## config.mk

```make
export PLATFORM = sky130hd
export DESIGN_NAME = dac_cal_coeff_gain_regs
export DESIGN_NICKNAME = d
export VERILOG_FILES = /design/src/dac_cal_coeff_gain_regs.v
export VERILOG_INCLUDE_DIRS = /design/src
export SDC_FILE = /design/constraint.sdc
export NUM_CORES = 1
export LEC_CHECK = 0
export ABC_AREA = 1
export BUFFER_PORTS_ARGS = -buffer_cell sky130_fd_sc_hd__clkbuf_2
export CAP_MARGIN = 10
export CORE_ASPECT_RATIO = 0.8
export CORE_UTILIZATION = 40
export DETAILED_ROUTE_END_ITERATION = 10
export GPL_ROUTABILITY_DRIVEN = 0
export PLACE_DENSITY_LB_ADDON = 0.2
export SLEW_MARGIN = 20
export SYNTH_ARGS = -nofsm -noshare
export SYNTH_HDL_FRONTEND = slang
export SYNTH_SLANG_ARGS = --single-unit
```

## constraint.sdc

```tcl
create_clock -name clock -period 3.55 [get_ports clock]
set_input_delay 0.71 -clock clock [delete_from_list [all_inputs] [get_ports clock]]
set_output_delay 0.71 -clock clock [all_outputs]
set_load 0.05 [all_outputs]
```

## src/cal_regs_defs.vh

```
// Register map, field positions and reset values for the calibration and gain register bank
// ==========================================================================
// Behaviour
// - Each converter core keeps 32 coefficients, all readable and writable by the host.
// - Bit 4 or bit 5 of 0x0e selects the core that coefficient accesses reach.
// - Coefficient_address picks the coefficient; the first one sits at address 0x01.
// - Setting bit 2 of 0x12 fetches the addressed coefficient of the selected core.
// - During a read, coefficient_data returns the 6-bit addressed coefficient.
// - Setting bit 3 of 0x12 enables coefficient writes into the selected store.
// - With write strobe set, data written to 0x11 lands at address in 0x10.
// - Low six bits of 0x0d trim the shared reference by up to 20 percent.
// - Reference trim is two's complement: 011111 highest, 100000 lowest.
// - Low six bits of 0x04 and 0x07 give signed coarse gain, internal resistors only.
// - Low six bits of 0x03 and 0x06 give unsigned fine gain per converter.
// - Common-mode resistor off after reset; when on, follows 0x05 or 0x08.
// - Bit 3 of 0x0e starts the divided calibration clock.
// - Bit 4 of 0x12 starts calibration of the selected cores, about 300 cal clocks.
// - Register 0x0f bit 6 and bit 7 read 1 once that core's calibration is done.
`ifndef CAL_REGS_DEFS_VH
`define CAL_REGS_DEFS_VH

// ==========================================================================
// Register offsets
`define ADDR_I_FINE_GAIN        8'h03
`define ADDR_I_COARSE_GAIN      8'h04
`define ADDR_I_CM_RESISTOR      8'h05
`define ADDR_Q_FINE_GAIN        8'h06
`define ADDR_Q_COARSE_GAIN      8'h07
`define ADDR_Q_CM_RESISTOR      8'h08
`define ADDR_REFERENCE_TRIM     8'h0d
`define ADDR_CAL_CONTROL        8'h0e
`define ADDR_CAL_STATUS         8'h0f
`define ADDR_COEFF_ADDRESS      8'h10
`define ADDR_COEFF_DATA         8'h11
`define ADDR_CAL_MEM_CONTROL    8'h12

// ==========================================================================
// Field positions
`define BIT_CAL_CLOCK_ENABLE    3
`define BIT_I_CORE_SELECT       4
`define BIT_Q_CORE_SELECT       5
`define BIT_COEFF_READ_STROBE   2
`define BIT_COEFF_WRITE_STROBE  3
`define BIT_CAL_START           4
`define BIT_I_CAL_DONE          6
`define BIT_Q_CAL_DONE          7
`define BIT_I_CM_ENABLE         6
`define BIT_Q_CM_ENABLE         6

// ==========================================================================
// Sizes, reset values and timing
`define COEFF_COUNT             32
`define COEFF_WIDTH             6
`define COEFF_INDEX_WIDTH       5
`define RESET_GAIN              8'h00
`define RESET_CM_RESISTOR       8'h00
`define RESET_COEFF             6'h20
`define CAL_DIVIDER_PRE         16
`define CAL_CYCLES              300

`endif

```

## src/dac_cal_coeff_gain_regs.v

```verilog
// Calibration coefficient access and gain register bank for the dual converter
`timescale 1ns/1ns
`default_nettype none
`include "cal_regs_defs.vh"

// ==========================================================================
// Interfaces
// Host side: a single-cycle write strobe with address and data, and a
// combinational read of whatever offset the address selects.
// Engine side: per-core done flags and per-core coefficient loads that
// share one index and value bus; run levels and the divided clock go back.
// Analog side: six-bit trim, gain and common-mode fields, all from flops
// so the analog blocks never see a decode glitch.
// Limitation: the register port and the engine share this one clock; an
// engine on another clock must synchronise its strobes before this block.
// ==========================================================================
module dac_cal_coeff_gain_regs
(
    input  wire        clock,
    input  wire        reset_n,
    input  wire        reg_write,
    input  wire [7:0]  reg_address,
    input  wire [7:0]  reg_write_data,
    output reg  [7:0]  reg_read_data,
    input  wire [2:0]  cal_divide_select,
    input  wire        i_cal_core_done,
    input  wire        q_cal_core_done,
    input  wire        i_cal_coeff_load,
    input  wire        q_cal_coeff_load,
    input  wire [4:0]  cal_coeff_index,
    input  wire [5:0]  cal_coeff_value,
    output reg         cal_clock,
    output reg         i_cal_run,
    output reg         q_cal_run,
    output reg  [5:0]  reference_trim_code,
    output reg  [5:0]  i_coarse_gain_field,
    output reg  [5:0]  q_coarse_gain_field,
    output reg  [5:0]  i_fine_gain_field,
    output reg  [5:0]  q_fine_gain_field,
    output reg  [5:0]  i_cm_resistor_field,
    output reg  [5:0]  q_cm_resistor_field,
    output reg         i_cm_resistor_connect,
    output reg         q_cm_resistor_connect
);

    // ======================================================================
    // Register storage
    // 0x03 / 0x06  fine gain, unsigned, low six bits used
    // 0x04 / 0x07  coarse gain, two's complement, low six bits used
    // 0x05 / 0x08  common-mode resistor value, bit 6 connects it
    // 0x0d         shared reference trim, two's complement
    // 0x0e         cal clock enable, core selects
    // 0x0f         read-only done status, bits 6 and 7
    // 0x10         coefficient address, first coefficient at 0x01
    // 0x11         coefficient data port, write or fetched read
    // 0x12         read strobe, write strobe, calibration start
    // Full bytes are kept so the host reads back what it wrote,
    // even in bits that drive nothing.
    reg  [7:0] i_fine_gain;
    reg  [7:0] i_coarse_gain;
    reg  [7:0] i_common_mode_resistor;
    reg  [7:0] q_fine_gain;
    reg  [7:0] q_coarse_gain;
    reg  [7:0] q_common_mode_resistor;
    reg  [7:0] reference_trim;
    reg  [7:0] calibration_control;
    reg  [7:0] coefficient_address;
    reg  [7:0] calibration_memory_control;
    reg  [5:0] read_latch;
    reg        i_done;
    reg        q_done;
    reg  [10:0] divide_count;

    // ======================================================================
    // Decoded control bits
    // Plain taps of the host registers; no extra state, so a host write
    // takes effect on the very next edge everywhere it is used.
    wire       cal_clock_enable   = calibration_control[`BIT_CAL_CLOCK_ENABLE];
    wire       i_core_select      = calibration_control[`BIT_I_CORE_SELECT];
    wire       q_core_select      = calibration_control[`BIT_Q_CORE_SELECT];
    wire       coeff_read_strobe  = calibration_memory_control[`BIT_COEFF_READ_STROBE];
    wire       coeff_write_strobe = calibration_memory_control[`BIT_COEFF_WRITE_STROBE];
    wire       cal_start          = calibration_memory_control[`BIT_CAL_START];
    // Address 0x01 is the first coefficient, so index is address minus one
    wire [4:0] coeff_index        = coefficient_address[4:0] - 5'h01;
    wire       data_write         = reg_write && (reg_address == `ADDR_COEFF_DATA);
    // Half period of the cal clock: pre-divider 16 times 2^(select+1), halved
    // Shift amount widened so select 7 does not wrap to a zero shift
    wire [3:0]  shift_amount      = {1'b0, cal_divide_select} + 4'h1;
    wire [10:0] half_period       = 11'd8 << shift_amount;

    // ======================================================================
    // Host-visible registers
    // Writes land on the edge that samples the strobe; the status offset
    // 0x0f is absent from the chain, so host writes there are dropped.
    // Address 0x01 after reset points at the first coefficient.
    always @(posedge clock or negedge reset_n)
    begin
        if (!reset_n)
        begin
            i_fine_gain                <= `RESET_GAIN;
            i_coarse_gain              <= `RESET_GAIN;
            i_common_mode_resistor     <= `RESET_CM_RESISTOR;
            q_fine_gain                <= `RESET_GAIN;
            q_coarse_gain              <= `RESET_GAIN;
            q_common_mode_resistor     <= `RESET_CM_RESISTOR;
            reference_trim             <= `RESET_GAIN;
            calibration_control        <= 8'h00;
            coefficient_address        <= 8'h01;
            calibration_memory_control <= 8'h00;
        end
        else if (reg_write)
        begin
            if (reg_address == `ADDR_I_FINE_GAIN)
                i_fine_gain <= reg_write_data;
            else if (reg_address == `ADDR_I_COARSE_GAIN)
                i_coarse_gain <= reg_write_data;
            else if (reg_address == `ADDR_I_CM_RESISTOR)
                i_common_mode_resistor <= reg_write_data;
            else if (reg_address == `ADDR_Q_FINE_GAIN)
                q_fine_gain <= reg_write_data;
            else if (reg_address == `ADDR_Q_COARSE_GAIN)
                q_coarse_gain <= reg_write_data;
            else if (reg_address == `ADDR_Q_CM_RESISTOR)
                q_common_mode_resistor <= reg_write_data;
            else if (reg_address == `ADDR_REFERENCE_TRIM)
                reference_trim <= reg_write_data;
            else if (reg_address == `ADDR_CAL_CONTROL)
                calibration_control <= reg_write_data;
            else if (reg_address == `ADDR_COEFF_ADDRESS)
                coefficient_address <= reg_write_data;
            else if (reg_address == `ADDR_CAL_MEM_CONTROL)
                calibration_memory_control <= reg_write_data;
        end
    end

    // ======================================================================
    // Coefficient stores, one per core; no reset so they map onto RAM
    // Each core owns its own array, so every store has a single writer.
    // Block 0 is the I core, block 1 the Q core.
    genvar core;
    generate
        for (core = 0; core < 2; core = core + 1)
        begin : g_store
            reg  [5:0] store [0:`COEFF_COUNT-1];
            wire       sel     = (core == 0) ? i_core_select : q_core_select;
            wire       load    = (core == 0) ? i_cal_coeff_load : q_cal_coeff_load;
            // Addressed word, seen by the read fetch below
            wire [5:0] rd_word = store[coeff_index];

            // Host write wins over a calibration load in the same cycle
            always @(posedge clock)
            begin
                if (data_write && coeff_write_strobe && sel)
                    store[coeff_index] <= reg_write_data[5:0];
                else if (load)
                    store[cal_coeff_index] <= cal_coeff_value;
            end
        end
    endgenerate

    // ======================================================================
    // Read fetch: latched while the read strobe stands, I preferred if both set
    // The latch keeps tracking the address while the strobe stands, so a
    // host that steps the address without dropping the strobe still reads
    // the new word one cycle later. With no core selected it holds.
    always @(posedge clock or negedge reset_n)
    begin
        if (!reset_n)
            read_latch <= 6'h00;
        else if (coeff_read_strobe)
        begin
            if (i_core_select)
                read_latch <= g_store[0].rd_word;
            else if (q_core_select)
                read_latch <= g_store[1].rd_word;
        end
    end

    // ======================================================================
    // Calibration run and done flags; done sticks until the start bit drops
    // Run needs start, select and the clock enable together, so the engine
    // never runs on a halted cal clock. Done drops run on the next edge.
    // Done clears only once the host drops the start bit.
    always @(posedge clock or negedge reset_n)
    begin
        if (!reset_n)
        begin
            i_cal_run <= 1'b0;
            q_cal_run <= 1'b0;
            i_done    <= 1'b0;
            q_done    <= 1'b0;
        end
        else
        begin
            i_cal_run <= cal_start && i_core_select && cal_clock_enable && !i_done;
            q_cal_run <= cal_start && q_core_select && cal_clock_enable && !q_done;
            // Done set wins over clear from a dropped start
            if (i_cal_core_done)
                i_done <= 1'b1;
            else if (!cal_start)
                i_done <= 1'b0;
            if (q_cal_core_done)
                q_done <= 1'b1;
            else if (!cal_start)
                q_done <= 1'b0;
        end
    end

    // ======================================================================
    // Calibration clock divider, halted when the enable bit is clear
    // Halting parks the clock low and the count at zero, so a restart
    // always begins with a full first half period.
    // A select change mid-run applies at once to the half period already under way.
    always @(posedge clock or negedge reset_n)
    begin
        if (!reset_n)
        begin
            divide_count <= 11'h000;
            cal_clock    <= 1'b0;
        end
        else if (!cal_clock_enable)
        begin
            divide_count <= 11'h000;
            cal_clock    <= 1'b0;
        end
        else if (divide_count >= half_period - 11'h001)
        begin
            divide_count <= 11'h000;
            cal_clock    <= ~cal_clock;
        end
        else
            divide_count <= divide_count + 11'h001;
    end

    // ======================================================================
    // Analog control fields driven from flops
    // One cycle behind the register write; costs a cycle of latency but
    // keeps decode glitches off the analog trims.
    // Sign handling of the trim and coarse fields is left to the analog
    // side; the codes pass through unchanged.
    // Coarse gain only matters with the internal full-scale resistors.
    // The common-mode resistor stays disconnected after reset.
    always @(posedge clock or negedge reset_n)
    begin
        if (!reset_n)
        begin
            reference_trim_code   <= 6'h00;
            i_coarse_gain_field   <= 6'h00;
            q_coarse_gain_field   <= 6'h00;
            i_fine_gain_field     <= 6'h00;
            q_fine_gain_field     <= 6'h00;
            i_cm_resistor_field   <= 6'h00;
            q_cm_resistor_field   <= 6'h00;
            i_cm_resistor_connect <= 1'b0;
            q_cm_resistor_connect <= 1'b0;
        end
        else
        begin
            reference_trim_code   <= reference_trim[5:0];
            i_coarse_gain_field   <= i_coarse_gain[5:0];
            q_coarse_gain_field   <= q_coarse_gain[5:0];
            i_fine_gain_field     <= i_fine_gain[5:0];
            q_fine_gain_field     <= q_fine_gain[5:0];
            i_cm_resistor_field   <= i_common_mode_resistor[5:0];
            q_cm_resistor_field   <= q_common_mode_resistor[5:0];
            i_cm_resistor_connect <= i_common_mode_resistor[`BIT_I_CM_ENABLE];
            q_cm_resistor_connect <= q_common_mode_resistor[`BIT_Q_CM_ENABLE];
        end
    end

    // ======================================================================
    // Read mux; unmapped offsets return zero
    // Purely combinational, so a read costs no wait state.
    // The data port shows the fetched word only while the read strobe
    // stands, and zero otherwise, so a stale word cannot be mistaken
    // for a fresh fetch.
    always @*
    begin
        if (reg_address == `ADDR_I_FINE_GAIN)
            reg_read_data = i_fine_gain;
        else if (reg_address == `ADDR_I_COARSE_GAIN)
            reg_read_data = i_coarse_gain;
        else if (reg_address == `ADDR_I_CM_RESISTOR)
            reg_read_data = i_common_mode_resistor;
        else if (reg_address == `ADDR_Q_FINE_GAIN)
            reg_read_data = q_fine_gain;
        else if (reg_address == `ADDR_Q_COARSE_GAIN)
            reg_read_data = q_coarse_gain;
        else if (reg_address == `ADDR_Q_CM_RESISTOR)
            reg_read_data = q_common_mode_resistor;
        else if (reg_address == `ADDR_REFERENCE_TRIM)
            reg_read_data = reference_trim;
        else if (reg_address == `ADDR_CAL_CONTROL)
            reg_read_data = calibration_control;
        else if (reg_address == `ADDR_CAL_STATUS)
            reg_read_data = {q_done, i_done, 6'h00};
        else if (reg_address == `ADDR_COEFF_ADDRESS)
            reg_read_data = coefficient_address;
        else if (reg_address == `ADDR_COEFF_DATA)
            reg_read_data = coeff_read_strobe ? {2'b00, read_latch} : 8'h00;
        else if (reg_address == `ADDR_CAL_MEM_CONTROL)
            reg_read_data = calibration_memory_control;
        else
            reg_read_data = 8'h00;
    end

endmodule // dac_cal_coeff_gain_regs

`default_nettype wire

```

**Word level (Yosys, flattened, before mapping)**

Memories as Yosys holds them, arrays and structs flattened.
Index checks and enable logic that the tools add are counted.

- Flip-flop bits (word level): 146
- Memory bits (writable): 384
- Bits of input ports: 37
- Output and inout port bits: 55
- Word-level logic and storage cells: 123
- Memories kept: 2

Memory list:

| name | words | bits a word | read ports | clocked after Yosys merged registers in | write ports | RTL line | source |
|---|---|---|---|---|---|---|---|
| g_store[0].store | 32 | 6 | 1 | 0 | 1 | dac_cal_coeff_gain_regs.v:145 | `` reg [5:0] store [0:`COEFF_COUNT-1]; `` |
| g_store[1].store | 32 | 6 | 1 | 0 | 1 | dac_cal_coeff_gain_regs.v:145 |  |

- $add $sub $neg: 4
- Order comparisons: 1
- Equality and inequality tests: 15
- Shifts and indexed selects: 1
- Mux-type cells: 38
- Bitwise operators: 10
- Reductions and logical operators: 26

Operator list:

| operator | count |
|---|---|
| 2-to-1 mux 8 bit | 12 |
| == test 8 x 3 -> 1 bit, second input constant | 4 |
| == test 8 x 4 -> 1 bit, second input constant | 4 |
| 2-to-1 mux 6 bit | 5 |
| == test 8 x 5 -> 1 bit, second input constant | 3 |
| 2-to-1 mux 11 bit | 2 |
| 2-to-1 mux 1 bit | 17 |
| OR reduction 6 bit | 2 |
| adder 11 x 1 -> 11 bit, second input constant | 1 |
| >= comparator 11 bit | 1 |
| AND reduction 11 bit | 1 |
| left shift 4 x 4 -> 11 bit, first input constant | 1 |
| subtractor 11 x 1 -> 11 bit, second input constant | 1 |
| logical AND 1 bit | 10 |
| 2-to-1 mux 5 bit | 2 |
| NOT 1 bit | 10 |
| AND reduction 10 bit | 1 |
| AND reduction 9 bit | 1 |
| == test 8 x 2 -> 1 bit, second input constant | 1 |
| AND reduction 8 bit | 1 |
| AND reduction 7 bit | 1 |
| AND reduction 6 bit | 1 |
| AND reduction 5 bit | 1 |
| subtractor 5 x 1 -> 5 bit, second input constant | 1 |
| other kinds (8) | 11 |

**Logic depth before layout (Yosys ltp)**

Gate-level depths: netlist (run 1).

- Depth after elaboration: 13
- Gate-level depth with buffers: 17
- Mapped depth without buffers: 13

**Worst setup path after synthesis (run 1)**

OpenSTA, ideal clock, no wires.

- Kind: input-to-reg
- Start: in reg_address[2]
- End: mem g_store[1].store[0][0] (data pin)
- Library setup time: 454 ps
- Data arrival time: 2723 ps
- Data required time: 3096 ps
- Path slack: 373 ps
- Stages on the path: 9
- Path buffers: 1
- Path through: inv_1 > nand2_2 > nor2_4 > nand2_4 > nor2_8 > nand2_4 > nand2_4 > buf_2 > o21ai_0

- Word-level cells in the longest chain between the ends: 8

Ends and longest elaborated chain:

| what | RTL line | source |
|---|---|---|
| start: declaration | dac_cal_coeff_gain_regs.v:22 | `input wire [7:0] reg_address,` |
| == test 8 x 5 -> 1 bit (no line) | n/a |  |
| logical AND 1 bit | dac_cal_coeff_gain_regs.v:86 | `` wire data_write = reg_write && (reg_address == `ADDR_COEFF_DATA); `` |
| logical AND 1 bit (2 in series) | dac_cal_coeff_gain_regs.v:154 | `if (data_write && coeff_write_strobe && sel)` |
| 2-to-1 mux 1 bit | dac_cal_coeff_gain_regs.v:154 |  |
| 2-to-1 mux 1 bit (implied by the code) | dac_cal_coeff_gain_regs.v:157 | `store[cal_coeff_index] <= cal_coeff_value;` |
| OR reduction 6 bit (no line) | n/a |  |
| 2-to-1 mux 6 bit (no line) | n/a |  |
| end: declaration | dac_cal_coeff_gain_regs.v:145 |  |

Every way passes these cells.

**Worst setup path in the final report (run 1)**

- Start: in reg_address[7]
- End: out reg_read_data[6]

- Word-level cells in the longest chain between the ends: 13
- Elaborated cells between the ends (all ways): 24
- Classes of those cells: 12 x eq/ne; 12 x mux

Ends and longest elaborated chain:

| what | RTL line | source |
|---|---|---|
| == test 8 x 5 -> 1 bit (no line) | n/a |  |
| 2-to-1 mux 8 bit | dac_cal_coeff_gain_regs.v:302 | `` else if (reg_address == `ADDR_CAL_MEM_CONTROL) `` |
| 2-to-1 mux 8 bit | dac_cal_coeff_gain_regs.v:300 | `` else if (reg_address == `ADDR_COEFF_DATA) `` |
| 2-to-1 mux 8 bit | dac_cal_coeff_gain_regs.v:298 | `` else if (reg_address == `ADDR_COEFF_ADDRESS) `` |
| 2-to-1 mux 8 bit | dac_cal_coeff_gain_regs.v:296 | `` else if (reg_address == `ADDR_CAL_STATUS) `` |
| 2-to-1 mux 8 bit | dac_cal_coeff_gain_regs.v:294 | `` else if (reg_address == `ADDR_CAL_CONTROL) `` |
| 2-to-1 mux 8 bit | dac_cal_coeff_gain_regs.v:292 | `` else if (reg_address == `ADDR_REFERENCE_TRIM) `` |
| 2-to-1 mux 8 bit | dac_cal_coeff_gain_regs.v:290 | `` else if (reg_address == `ADDR_Q_CM_RESISTOR) `` |
| 2-to-1 mux 8 bit | dac_cal_coeff_gain_regs.v:288 | `` else if (reg_address == `ADDR_Q_COARSE_GAIN) `` |
| 2-to-1 mux 8 bit | dac_cal_coeff_gain_regs.v:286 | `` else if (reg_address == `ADDR_Q_FINE_GAIN) `` |
| 2-to-1 mux 8 bit | dac_cal_coeff_gain_regs.v:284 | `` else if (reg_address == `ADDR_I_CM_RESISTOR) `` |
| 2-to-1 mux 8 bit | dac_cal_coeff_gain_regs.v:282 | `` else if (reg_address == `ADDR_I_COARSE_GAIN) `` |
| 2-to-1 mux 8 bit * | dac_cal_coeff_gain_regs.v:280 | `` if (reg_address == `ADDR_I_FINE_GAIN) `` |
| end: declaration | dac_cal_coeff_gain_regs.v:24 | `output reg [7:0] reg_read_data,` |

Every way passes the cells marked *; elsewhere a longest branch is shown, timed or not.

==> impl_metrics.py, run 1 <==
metrics = {
    "status": {
        "status": "finished clean",
    },
    "setup_path": {
        "slowest_delay_ns": 0.52,
        "arrival_ns": 2.54,
        "cp-start-kind": "input pin",
        "cp.required_ns": 2.84,
        "crit_top_cell": "nand2_1",
        "path_class": "input pin to primary output",
        "cp_cell_sequence": "clkbuf_2 -> nor2_1 -> nand2_1 -> nor3_2 -> nand2_1 -> nand3_1 -> o22ai_1 -> nand2_1 -> nand2_1 -> nand2_1 -> clkbuf_2",
        "slowest_stage": "nor3_2",
        "crit_path_max_fanout": 11,
        "cp-end-kind": "primary output",
        "r2r_cells": 10,
        "path_depth": 11,
        "path_buf_inv": 2,
        "crit_family": "simple AND/OR/NAND/NOR gates",
    },
    "logic_synthesis": {
        "syn_area_um2": 23000,
        "synth_seq_area_share_pct": 65.9,
        "synthTopCellsByArea": "edfxtp_1, dfrtp_1, nand2_1",
        "synth_ff_type": "edfxtp_1",
        "ys_seq_elements": 530,
        "yosysTopAreaCell": "edfxtp_1",
        "syn_area_per_cell_um2": 10.0,
        "synthCells": 2293,
        "synth.distinct_cells": 42,
        "yosysMostFrequentCell": "nand2_1",
        "synth_top_cell_area_share_pct": 50.0,
        "synthesis.nets": 2339,
        "ys_warn_count": 0,
        "synth_edf_count": 384,
        "ys_top_cells_by_count": "nand2_1, edfxtp_1, nand3_1",
        "async_flop_share_pct": 27.5,
    },
    "sta": {
        "slew_headroom_pct": 29.3,
        "max_freq_mhz": 308,
        "fin_crit_ns": 3.25,
        "hold_viol": 0,
        "min_period_over_period_pct": 91.5,
        "tns_ns": 0,
        "rsz0062_at_grt": "no",
        "setup_viol": 0,
        "maxSlewViolCount": 0,
        "clock_skew_ns": 0.0325,
        "worst_pin_slew_ns": 1.06,
        "timing.hold.ws_ns": 0.0741,
    },
    "global_route": {
        "grt_pass1_wl_mm": 94.0,
        "grt_max_degree": 195,
        "overflow": 0,
        "grt_pass1_vias": 16000,
        "antenna_found_initial": 1,
        "grtUsageTotal_pct": 20.9,
    },
    "clocking": {
        "clockBufferDepth": 3,
        "cts.sinks": 530,
        "ctsHoldBuffers": 0,
        "cts_tree": "yes",
        "clk_latency_ns": 0.62,
        "cts.reportedPaths.clkPinSlew_ns": 0.06,
        "cts_buffers": 56,
        "htree_levels": 2,
        "cts_resized": 0,
        "post-cts-setup-buffer-count": 0,
        "cts.root.buffer_cell": "clkbuf_16",
    },
    "place": {
        "port_buffers": 91,
        "dp_hpwl_mm": 39.3,
        "placed_area_um2": 24500,
    },
    "cells_and_area": {
        "final_area_um2": 26400,
        "utilization_pct": 46.5,
        "drive_above_1_share_pct": 12.9,
        "syn_to_final_growth_pct": 14.6,
        "nets": 2437,
    },
    "routing": {
        "antenna_left": 0,
        "drtIter0Drc": 1645,
        "vias": 16400,
        "firstDrtPassIters": 5,
        "viasPerCell": 5.13,
        "drc": 0,
        "wirelength_mm": 60.4,
        "wl_per_cell_um": 18.9,
    },
    "die": {
        "fp.dieArea_um2": 58600,
        "ioPinCount": 92,
        "rows": 78,
        "die_h_um": 217,
        "die_x_um": 270,
        "initial_core_util_pct": 40.6,
        "core-area_um2": 56800,
    },
    "power_and_ir_drop": {
        "power_frac_clock_pct": 42.0,
        "total_leakage_power_nw": 11.2,
        "switching_share_pct": 25.1,
        "power_switching_mw": 3.62,
        "comb_power_share_pct": 10.1,
        "vdd_drop_max_mv": 0.362,
        "p_int_mw": 10.8,
        "p_per_area_nw_per_um2": 545,
        "power_frac_seq_pct": 47.8,
    },
    "worst_hold_path": {
        "hp-class": "input pin to asynchronous set/reset pin",
    },
    "run": {
        "drv_cap": 0,
    },
}
power groups by stage:
stage | combinational [mW] | sequential, mW | clock, mW
after global placement | 1.43 | 7.01 | 0
after global routing | 1.59 | 6.89 | 6.40
after floorplan | 0.788 | 7.08 | 0
after CTS | 1.45 | 6.89 | 6.17
after detailed placement | 1.45 | 7.01 | 0
final | 1.46 | 6.89 | 6.05
final cells by class:
cell class / count / area, um^2
fillers: 5295 / 30400
flip-flops and latches: 530 / 15200
multi-input cells: 1455 / 6710
clock buffers: 63 / 1430
well taps: 760 / 951
repair buffers: 137 / 872
inverters: 211 / 796
clock inverters: 42 / 470
diodes: 1 / 2.50
through the flow:
stage | power [mW] | worst slack (ns) | cells
global placement | 8.44 | 0.422 | 3093
global route | 14.9 | 0.0814 | 3198
floorplan | 7.86 | 0.373 | 2293
CTS | 14.5 | 0.341 | 3198
detailed placement | 8.46 | 0.341 | 3093
finish | 14.4 | 0.301 | 3199
path summary, 6_finish.rpt:
kind                                   startpoint                endpoint  slack [ns]
setup / recovery                   reg_address[7]        reg_read_data[6]        0.30
hold / removal                            reset_n         divide_count[8]        0.07
setup reg to reg           coefficient_address[0]  g_store[1].store[3][0]        0.53
hold reg to reg                    q_fine_gain[0]    q_fine_gain_field[0]        0.40
max in group asynchronous                 reset_n  coefficient_address[0]        2.61
min in group clock                i_cal_core_done                  i_done        0.29
placed cells by master, fill, tap and decap left out, drive strengths merged, types with 14 or more instances in the layout:
cell type,instances
buf,48
clkbuf,152
clkinv,30
dfrtp,145
edfxtp,384
inv,213
nand2,752
nand3,303
nand4,14
nor2,195
o21ai,138
cells by family after synthesis:
family	Yosys count	share of synthesized area, %
adders and majority gates	9	0.489
and+or+nand+nor	1282	24.4
AOI/OAI and AO/OA	157	3.57
DFF	530	65.9
xor gates and xnor gates	7	0.266
buffers and inverters	308	5.40
registers in the layout, indices dropped and copies added, names as in the netlist, 6 cells and up:
name                        count
i_common_mode_resistor          8
i_cm_resistor_field             6
q_cm_resistor_field             6
i_coarse_gain_field             6
q_coarse_gain                   8
q_fine_gain_field               6
i_coarse_gain                   8
read_latch                      6
g_store.store                 384
reference_trim                  8
reference_trim_code             6
calibration_control             8
calibration_memory_control      8
q_common_mode_resistor          8
i_fine_gain_field               6
divide_count                   11
coefficient_address             8
q_fine_gain                     8
i_fine_gain                     8
q_coarse_gain_field             6
metal layers:
metal / global-route usage, % / routed length (um) / vias to the layer above
li1: - / - / 7782
met1: 30.8 / 28200 / 7990
met2: 31.2 / 26500 / 518
met3: 3.57 / 4040 / 110
met4: 6.99 / 1690 / 2
met5: 0 / 8 / -
No activity file was read; power rests on OpenSTA's default activity.
==> run 2: changes to the inputs <==
--- a/config.mk
+++ b/config.mk
@@ -10,6 +10,7 @@
 export BUFFER_PORTS_ARGS = -buffer_cell sky130_fd_sc_hd__clkbuf_2
 export CAP_MARGIN = 10
 export CORE_ASPECT_RATIO = 0.8
+export CORE_MARGIN = 2
 export CORE_UTILIZATION = 40
 export DETAILED_ROUTE_END_ITERATION = 10
 export GPL_ROUTABILITY_DRIVEN = 0
==> run 2 against run 1 <==
Net effect: setup slack improved by 0.017 ns; register-to-register slack about the same; sequential power about the same; maximum frequency increased by 0.52%; final cell count increased by 0.66%; non-clock buffer count increased by 24; worst hold slack improved by 0.066 ns; via count increased by 0.76%; critical path depth unchanged; flip-flop and latch count unchanged; critical endpoint unchanged; clock-buffer cell count increased by 9; largest power group unchanged; cell area increased by 0.58%.
==> impl_metrics.py, run 2 (synthesis results as in run 1) <==
metrics = {
    "global_route": {
        "grtUsageTotal_pct": 21.0,
        "grt_pass1_vias": 16000,
        "grt_max_degree": 195,
        "grt_pass1_wl_mm": 95.0,
        "overflow": 0,
        "antenna_found_initial": 1,
    },
    "sta": {
        "final.setup.worst_slack_ns": 0.318,
        "timing.hold.ws_ns": 0.140,
        "tns_ns": 0,
        "worst_pin_slew_ns": 1.09,
        "setup_viol": 0,
        "maxSlewViolCount": 0,
        "hold_viol": 0,
        "slew_headroom_pct": 27.2,
        "max_freq_mhz": 309,
        "min_period_over_period_pct": 91.0,
        "clock_skew_ns": 0.0315,
        "fin_crit_ns": 3.23,
        "rsz0062_at_grt": "no",
    },
    "cells_and_area": {
        "largest_reg_flops": 384,
        "nets": 2460,
        "n_antenna_cell": 0,
        "reg_top3": "g_store.store x384, divide_count x11",
        "layout_commonest_cell": "nand2_1",
        "final_cell_mix": "nand2_1, edfxtp_1, nand3_1, inv_1, nor2_1",
        "drive_above_1_share_pct": 14.0,
        "top_register": "g_store.store",
        "syn_to_final_growth_pct": 15.3,
        "final_area_um2": 26600,
    },
    "routing": {
        "wl_per_cell_um": 19.3,
        "antenna_left": 0,
        "wirelength_mm": 62.2,
        "viasPerCell": 5.13,
        "drc": 0,
        "drtIter0Drc": 1714,
        "firstDrtPassIters": 5,
        "vias": 16500,
    },
    "run": {
        "drv_cap": 0,
    },
    "setup_path": {
        "path_depth": 11,
        "path_class": "input pin to primary output",
        "cp.required_ns": 2.84,
        "slowest_delay_ns": 0.52,
        "arrival_ns": 2.52,
        "reg2reg_from": "coefficient_address[0]",
        "crit_top_cell": "nand2_1",
        "crit_family": "simple AND/OR/NAND/NOR gates",
        "cp-end-kind": "primary output",
        "path_buf_inv": 2,
        "crit_path_max_fanout": 11,
        "slowest_stage": "nor3_2",
        "r2r_slack_ns": 0.52,
        "cp_cell_sequence": "clkbuf_2 -> nor2_1 -> nand2_1 -> nor3_2 -> nand2_1 -> nand3_1 -> o22ai_1 -> nand2_1 -> nand2_1 -> nand2_1 -> clkbuf_2",
        "r2r_end": "g_store[0].store[11][0]",
        "cp-start-kind": "input pin",
        "r2r_cells": 10,
    },
    "power_and_ir_drop": {
        "p_per_area_nw_per_um2": 540,
        "p_total_mw": 14.4,
        "power_frac_clock_pct": 41.7,
        "switching_share_pct": 25.3,
        "vdd_drop_max_mv": 0.360,
        "comb_power_share_pct": 10.3,
        "power_frac_seq_pct": 48.0,
        "p_int_mw": 10.7,
        "power_switching_mw": 3.64,
        "total_leakage_power_nw": 11.3,
    },
    "clocking": {
        "cts_buffers": 55,
        "clk_latency_ns": 0.62,
        "clockBufferDepth": 3,
        "cts.sinks": 530,
        "cts_tree": "yes",
        "cts_resized": 0,
        "ctsHoldBuffers": 0,
        "cts.root.buffer_cell": "clkbuf_16",
        "htree_levels": 2,
        "cts.reportedPaths.clkPinSlew_ns": 0.06,
        "post-cts-setup-buffer-count": 0,
    },
    "die": {
        "ioPinCount": 92,
        "fp.dieArea_um2": 59600,
        "die_x_um": 272,
        "rows": 78,
        "initial_core_util_pct": 40.6,
        "core-area_um2": 56800,
        "die_h_um": 219,
    },
    "place": {
        "dp_slack_ns": 0.353,
        "port_buffers": 91,
        "placed_area_um2": 24700,
        "dp_hpwl_mm": 40.3,
    },
    "worst_hold_path": {
        "hp-class": "input pin to asynchronous set/reset pin",
    },
    "status": {
        "status": "finished clean",
    },
}
[run 2: stage by stage]
step | utilization, % | cells
final | 46.8 | 3220
after global routing | 46.8 | 3220
after CTS | 46.8 | 3220
after detailed placement | 43.4 | 3117
after global placement | 43.4 | 3117
after floorplan | - | 2293
[run 2: how the worst max path moves through the flow]
stage / endpoint / from / slack, ns
final: reg_read_data[6] / reg_address[4] / 0.32
after CTS: reg_read_data[6] / reg_address[4] / 0.35
after global routing: reg_read_data[6] / reg_address[4] / 0.08
after detailed placement: reg_read_data[6] / reg_address[4] / 0.35
after global placement: reg_read_data[7] / reg_address[4] / 0.38
after floorplan: g_store[1].store[0][0] / reg_address[2] / 0.37
[run 2: per-layer routing]
metal | GRT usage [%] | wire (um) | vias to the layer above
met2 | 32.2 | 28200 | 532
met3 | 4.09 | 4370 | 94
met5 | 0 | 12 | -
li1 | - | - | 7828
met4 | 6.10 | 1390 | 2
met1 | 30.2 | 28300 | 8070
[run 2: final cells by class]
cell class                 instances  area [um^2]
inverter                         211          796
timing repair buffer             161         1040
clock buffer                      72         1570
sequential                       530        15200
multi-input combinational       1455         6710
clock inverter                    31          322
tap                              760          951
fill                            5329        30200
[run 2: power by group through the flow]
stage | sequential [mW] | clock (mW) | combinational (mW)
6_report | 6.89 | 5.99 | 1.48
5_1_grt | 6.90 | 6.33 | 1.61
4_1_cts | 6.89 | 6.09 | 1.48
3_5_place_dp | 7.02 | 0 | 1.47
3_3_place_gp | 7.01 | 0 | 1.46
2_1_floorplan | 7.08 | 0 | 0.788
==> run 3: changes to the inputs <==
--- a/config.mk
+++ b/config.mk
@@ -11,10 +11,11 @@
 export CAP_MARGIN = 10
 export CORE_ASPECT_RATIO = 0.8
 export CORE_MARGIN = 2
-export CORE_UTILIZATION = 40
+export CORE_UTILIZATION = 60
 export DETAILED_ROUTE_END_ITERATION = 10
 export GPL_ROUTABILITY_DRIVEN = 0
 export PLACE_DENSITY_LB_ADDON = 0.2
+export SKIP_LAST_GASP = 1
 export SLEW_MARGIN = 20
 export SYNTH_ARGS = -nofsm -noshare
 export SYNTH_HDL_FRONTEND = slang
==> run 3 against run 2 <==
Net effect: register-to-register slack about the same; highest routed layer is now met4; largest cell class unchanged; die area is 33% lower; sequential power about the same; power decreased by 5.0%; flip-flop and latch count did not move.
==> impl_metrics.py, run 3 (synthesis results as in run 1) <==
metrics = {
    "place": {
        "dp_slack_ns": 0.269,
        "port_buffers": 91,
        "dp_hpwl_mm": 35.2,
        "numPlacedInstances": 2814,
    },
    "sta": {
        "worst_pin_slew_ns": 1.05,
        "clock_skew_ns": 0.0119,
        "hold_viol": 0,
        "maxSlewViolCount": 0,
        "fin_crit_ns": 3.34,
        "min_period_over_period_pct": 94.1,
        "final.setup.worst_slack_ns": 0.211,
        "max_freq_mhz": 299,
        "tns_ns": 0,
        "setup_viol": 0,
        "slew_headroom_pct": 29.8,
        "rsz0062_at_grt": "no",
    },
    "setup_path": {
        "r2r_cells": 10,
        "slowest_delay_ns": 0.60,
        "cp-end-kind": "primary output",
        "reg2reg_from": "coefficient_address[0]",
        "slowest_stage": "nor3_2",
        "crit_path_max_fanout": 11,
        "crit_top_cell": "nand2_1",
        "cp-start-kind": "input pin",
        "arrival_ns": 2.63,
        "cp.required_ns": 2.84,
        "r2r_slack_ns": 0.52,
        "r2r_end": "g_store[1].store[5][3]",
        "cp_cell_sequence": "clkbuf_2 -> nor2_1 -> nand2_1 -> nor3_2 -> inv_1 -> or2_2 -> nand2_1 -> nand2_1 -> clkbuf_2",
        "path_class": "input pin to primary output",
    },
    "cells_and_area": {
        "largest_reg_flops": 384,
        "fin_cells": 2910,
        "seq_area_um2": 15200,
        "top_register": "g_store.store",
        "utilization_pct": 67.6,
        "reg_top3": "g_store.store x384, divide_count x11",
        "multi_input_area_um2": 6700,
        "layout_commonest_cell": "nand2_1",
        "num-fill-cells": 2842,
        "syn_to_final_growth_pct": 11.6,
        "drive_above_1_share_pct": 12.3,
        "final_cell_mix": "nand2_1, edfxtp_1, nand3_1, inv_1, nor2_1",
        "nets": 2418,
    },
    "die": {
        "initial_core_util_pct": 60.6,
        "ioPinCount": 92,
        "fp.dieArea_um2": 40000,
        "core-area_um2": 38000,
        "die_h_um": 179,
        "die_x_um": 223,
        "rows": 64,
    },
    "status": {
        "status": "finished clean",
    },
    "clocking": {
        "cts_buffers": 51,
        "cts_tree": "yes",
        "cts.reportedPaths.clkPinSlew_ns": 0.06,
        "post-cts-setup-buffer-count": 0,
        "htree_levels": 2,
        "cts.root.buffer_cell": "clkbuf_16",
        "clockBufferDepth": 3,
        "cts.sinks": 530,
        "cts_resized": 0,
        "ctsHoldBuffers": 0,
        "clk_latency_ns": 0.57,
    },
    "power_and_ir_drop": {
        "p_per_area_nw_per_um2": 530,
        "p_total_mw": 13.6,
        "vdd_drop_max_mv": 0.376,
        "total_leakage_power_nw": 11.0,
    },
    "routing": {
        "wirelength_mm": 55.4,
        "viasPerCell": 5.62,
        "vias": 16300,
        "drc": 0,
        "firstDrtPassIters": 6,
        "drtIter0Drc": 1992,
        "wl_per_cell_um": 19.0,
        "antenna_left": 0,
    },
    "worst_hold_path": {
        "hp-class": "input pin to asynchronous set/reset pin",
    },
    "run": {
        "drv_cap": 0,
    },
    "global_route": {
        "grt_pass1_wl_mm": 85.4,
        "met1_usage_pct": 40.0,
        "overflow": 0,
        "grt_busiest_layer": "met2",
        "grt_max_degree": 195,
        "antenna_found_initial": 2,
        "grt_util_met2_pct": 43.0,
        "grtUsageTotal_pct": 27.9,
        "use_met3_pct": 5.88,
        "grt_pass1_vias": 15400,
    },
}
-- run 3: per-layer routing --
metal	routed length (um)	vias to the layer above
met2	25200	712
met4	1680	0
met3	5050	136
met1	23400	7766
li1	-	7731
met5	0	-
-- run 3: through the flow --
step	hold WS, ns	area (um^2)
after global routing	0.304	25700
after CTS	0.251	25700
final	0.230	25700
after detailed placement	0.388	24100
after global placement	0.388	24000
after floorplan	0.367	23000
-- run 3: final cells by class --
cell class / count / area share [%]
Antenna cell: 2 / 0.0195
Multi-Input combinational cell: 1455 / 26.1
Tap cell: 495 / 2.41
Inverter: 211 / 3.09
Clock buffer: 67 / 5.60
Sequential cell: 530 / 59.1
Timing Repair Buffer: 123 / 2.93
Clock inverter: 27 / 0.808
-- run 3: where the power goes --
| part | internal (mW) | switching, mW | total, mW |
|---|---|---|---|
| Combinational | 0.343 | 1.06 | 1.41 |
| Clock | 3.07 | 2.27 | 5.34 |
| Sequential | 6.82 | 0.0737 | 6.89 |
-- run 3: worst max path at each step --
stage,cells past startpoint,from,slack [ns],endpoint
4_1_cts,9,reg_address[4],0.24,reg_read_data[6]
5_1_grt,9,reg_address[7],0.08,reg_read_data[6]
3_3_place_gp,9,reg_address[4],0.39,reg_read_data[2]
6_report,9,reg_address[7],0.21,reg_read_data[6]
3_5_place_dp,9,reg_address[4],0.27,reg_read_data[6]
2_1_floorplan,9,reg_address[2],0.37,g_store[1].store[0][0]
-- run 3: critical path: cells and delay by family --
kind	cells	cell delay (ns)
buffers and inverters	3	0.48
AND/OR/NAND/NOR	6	1.43
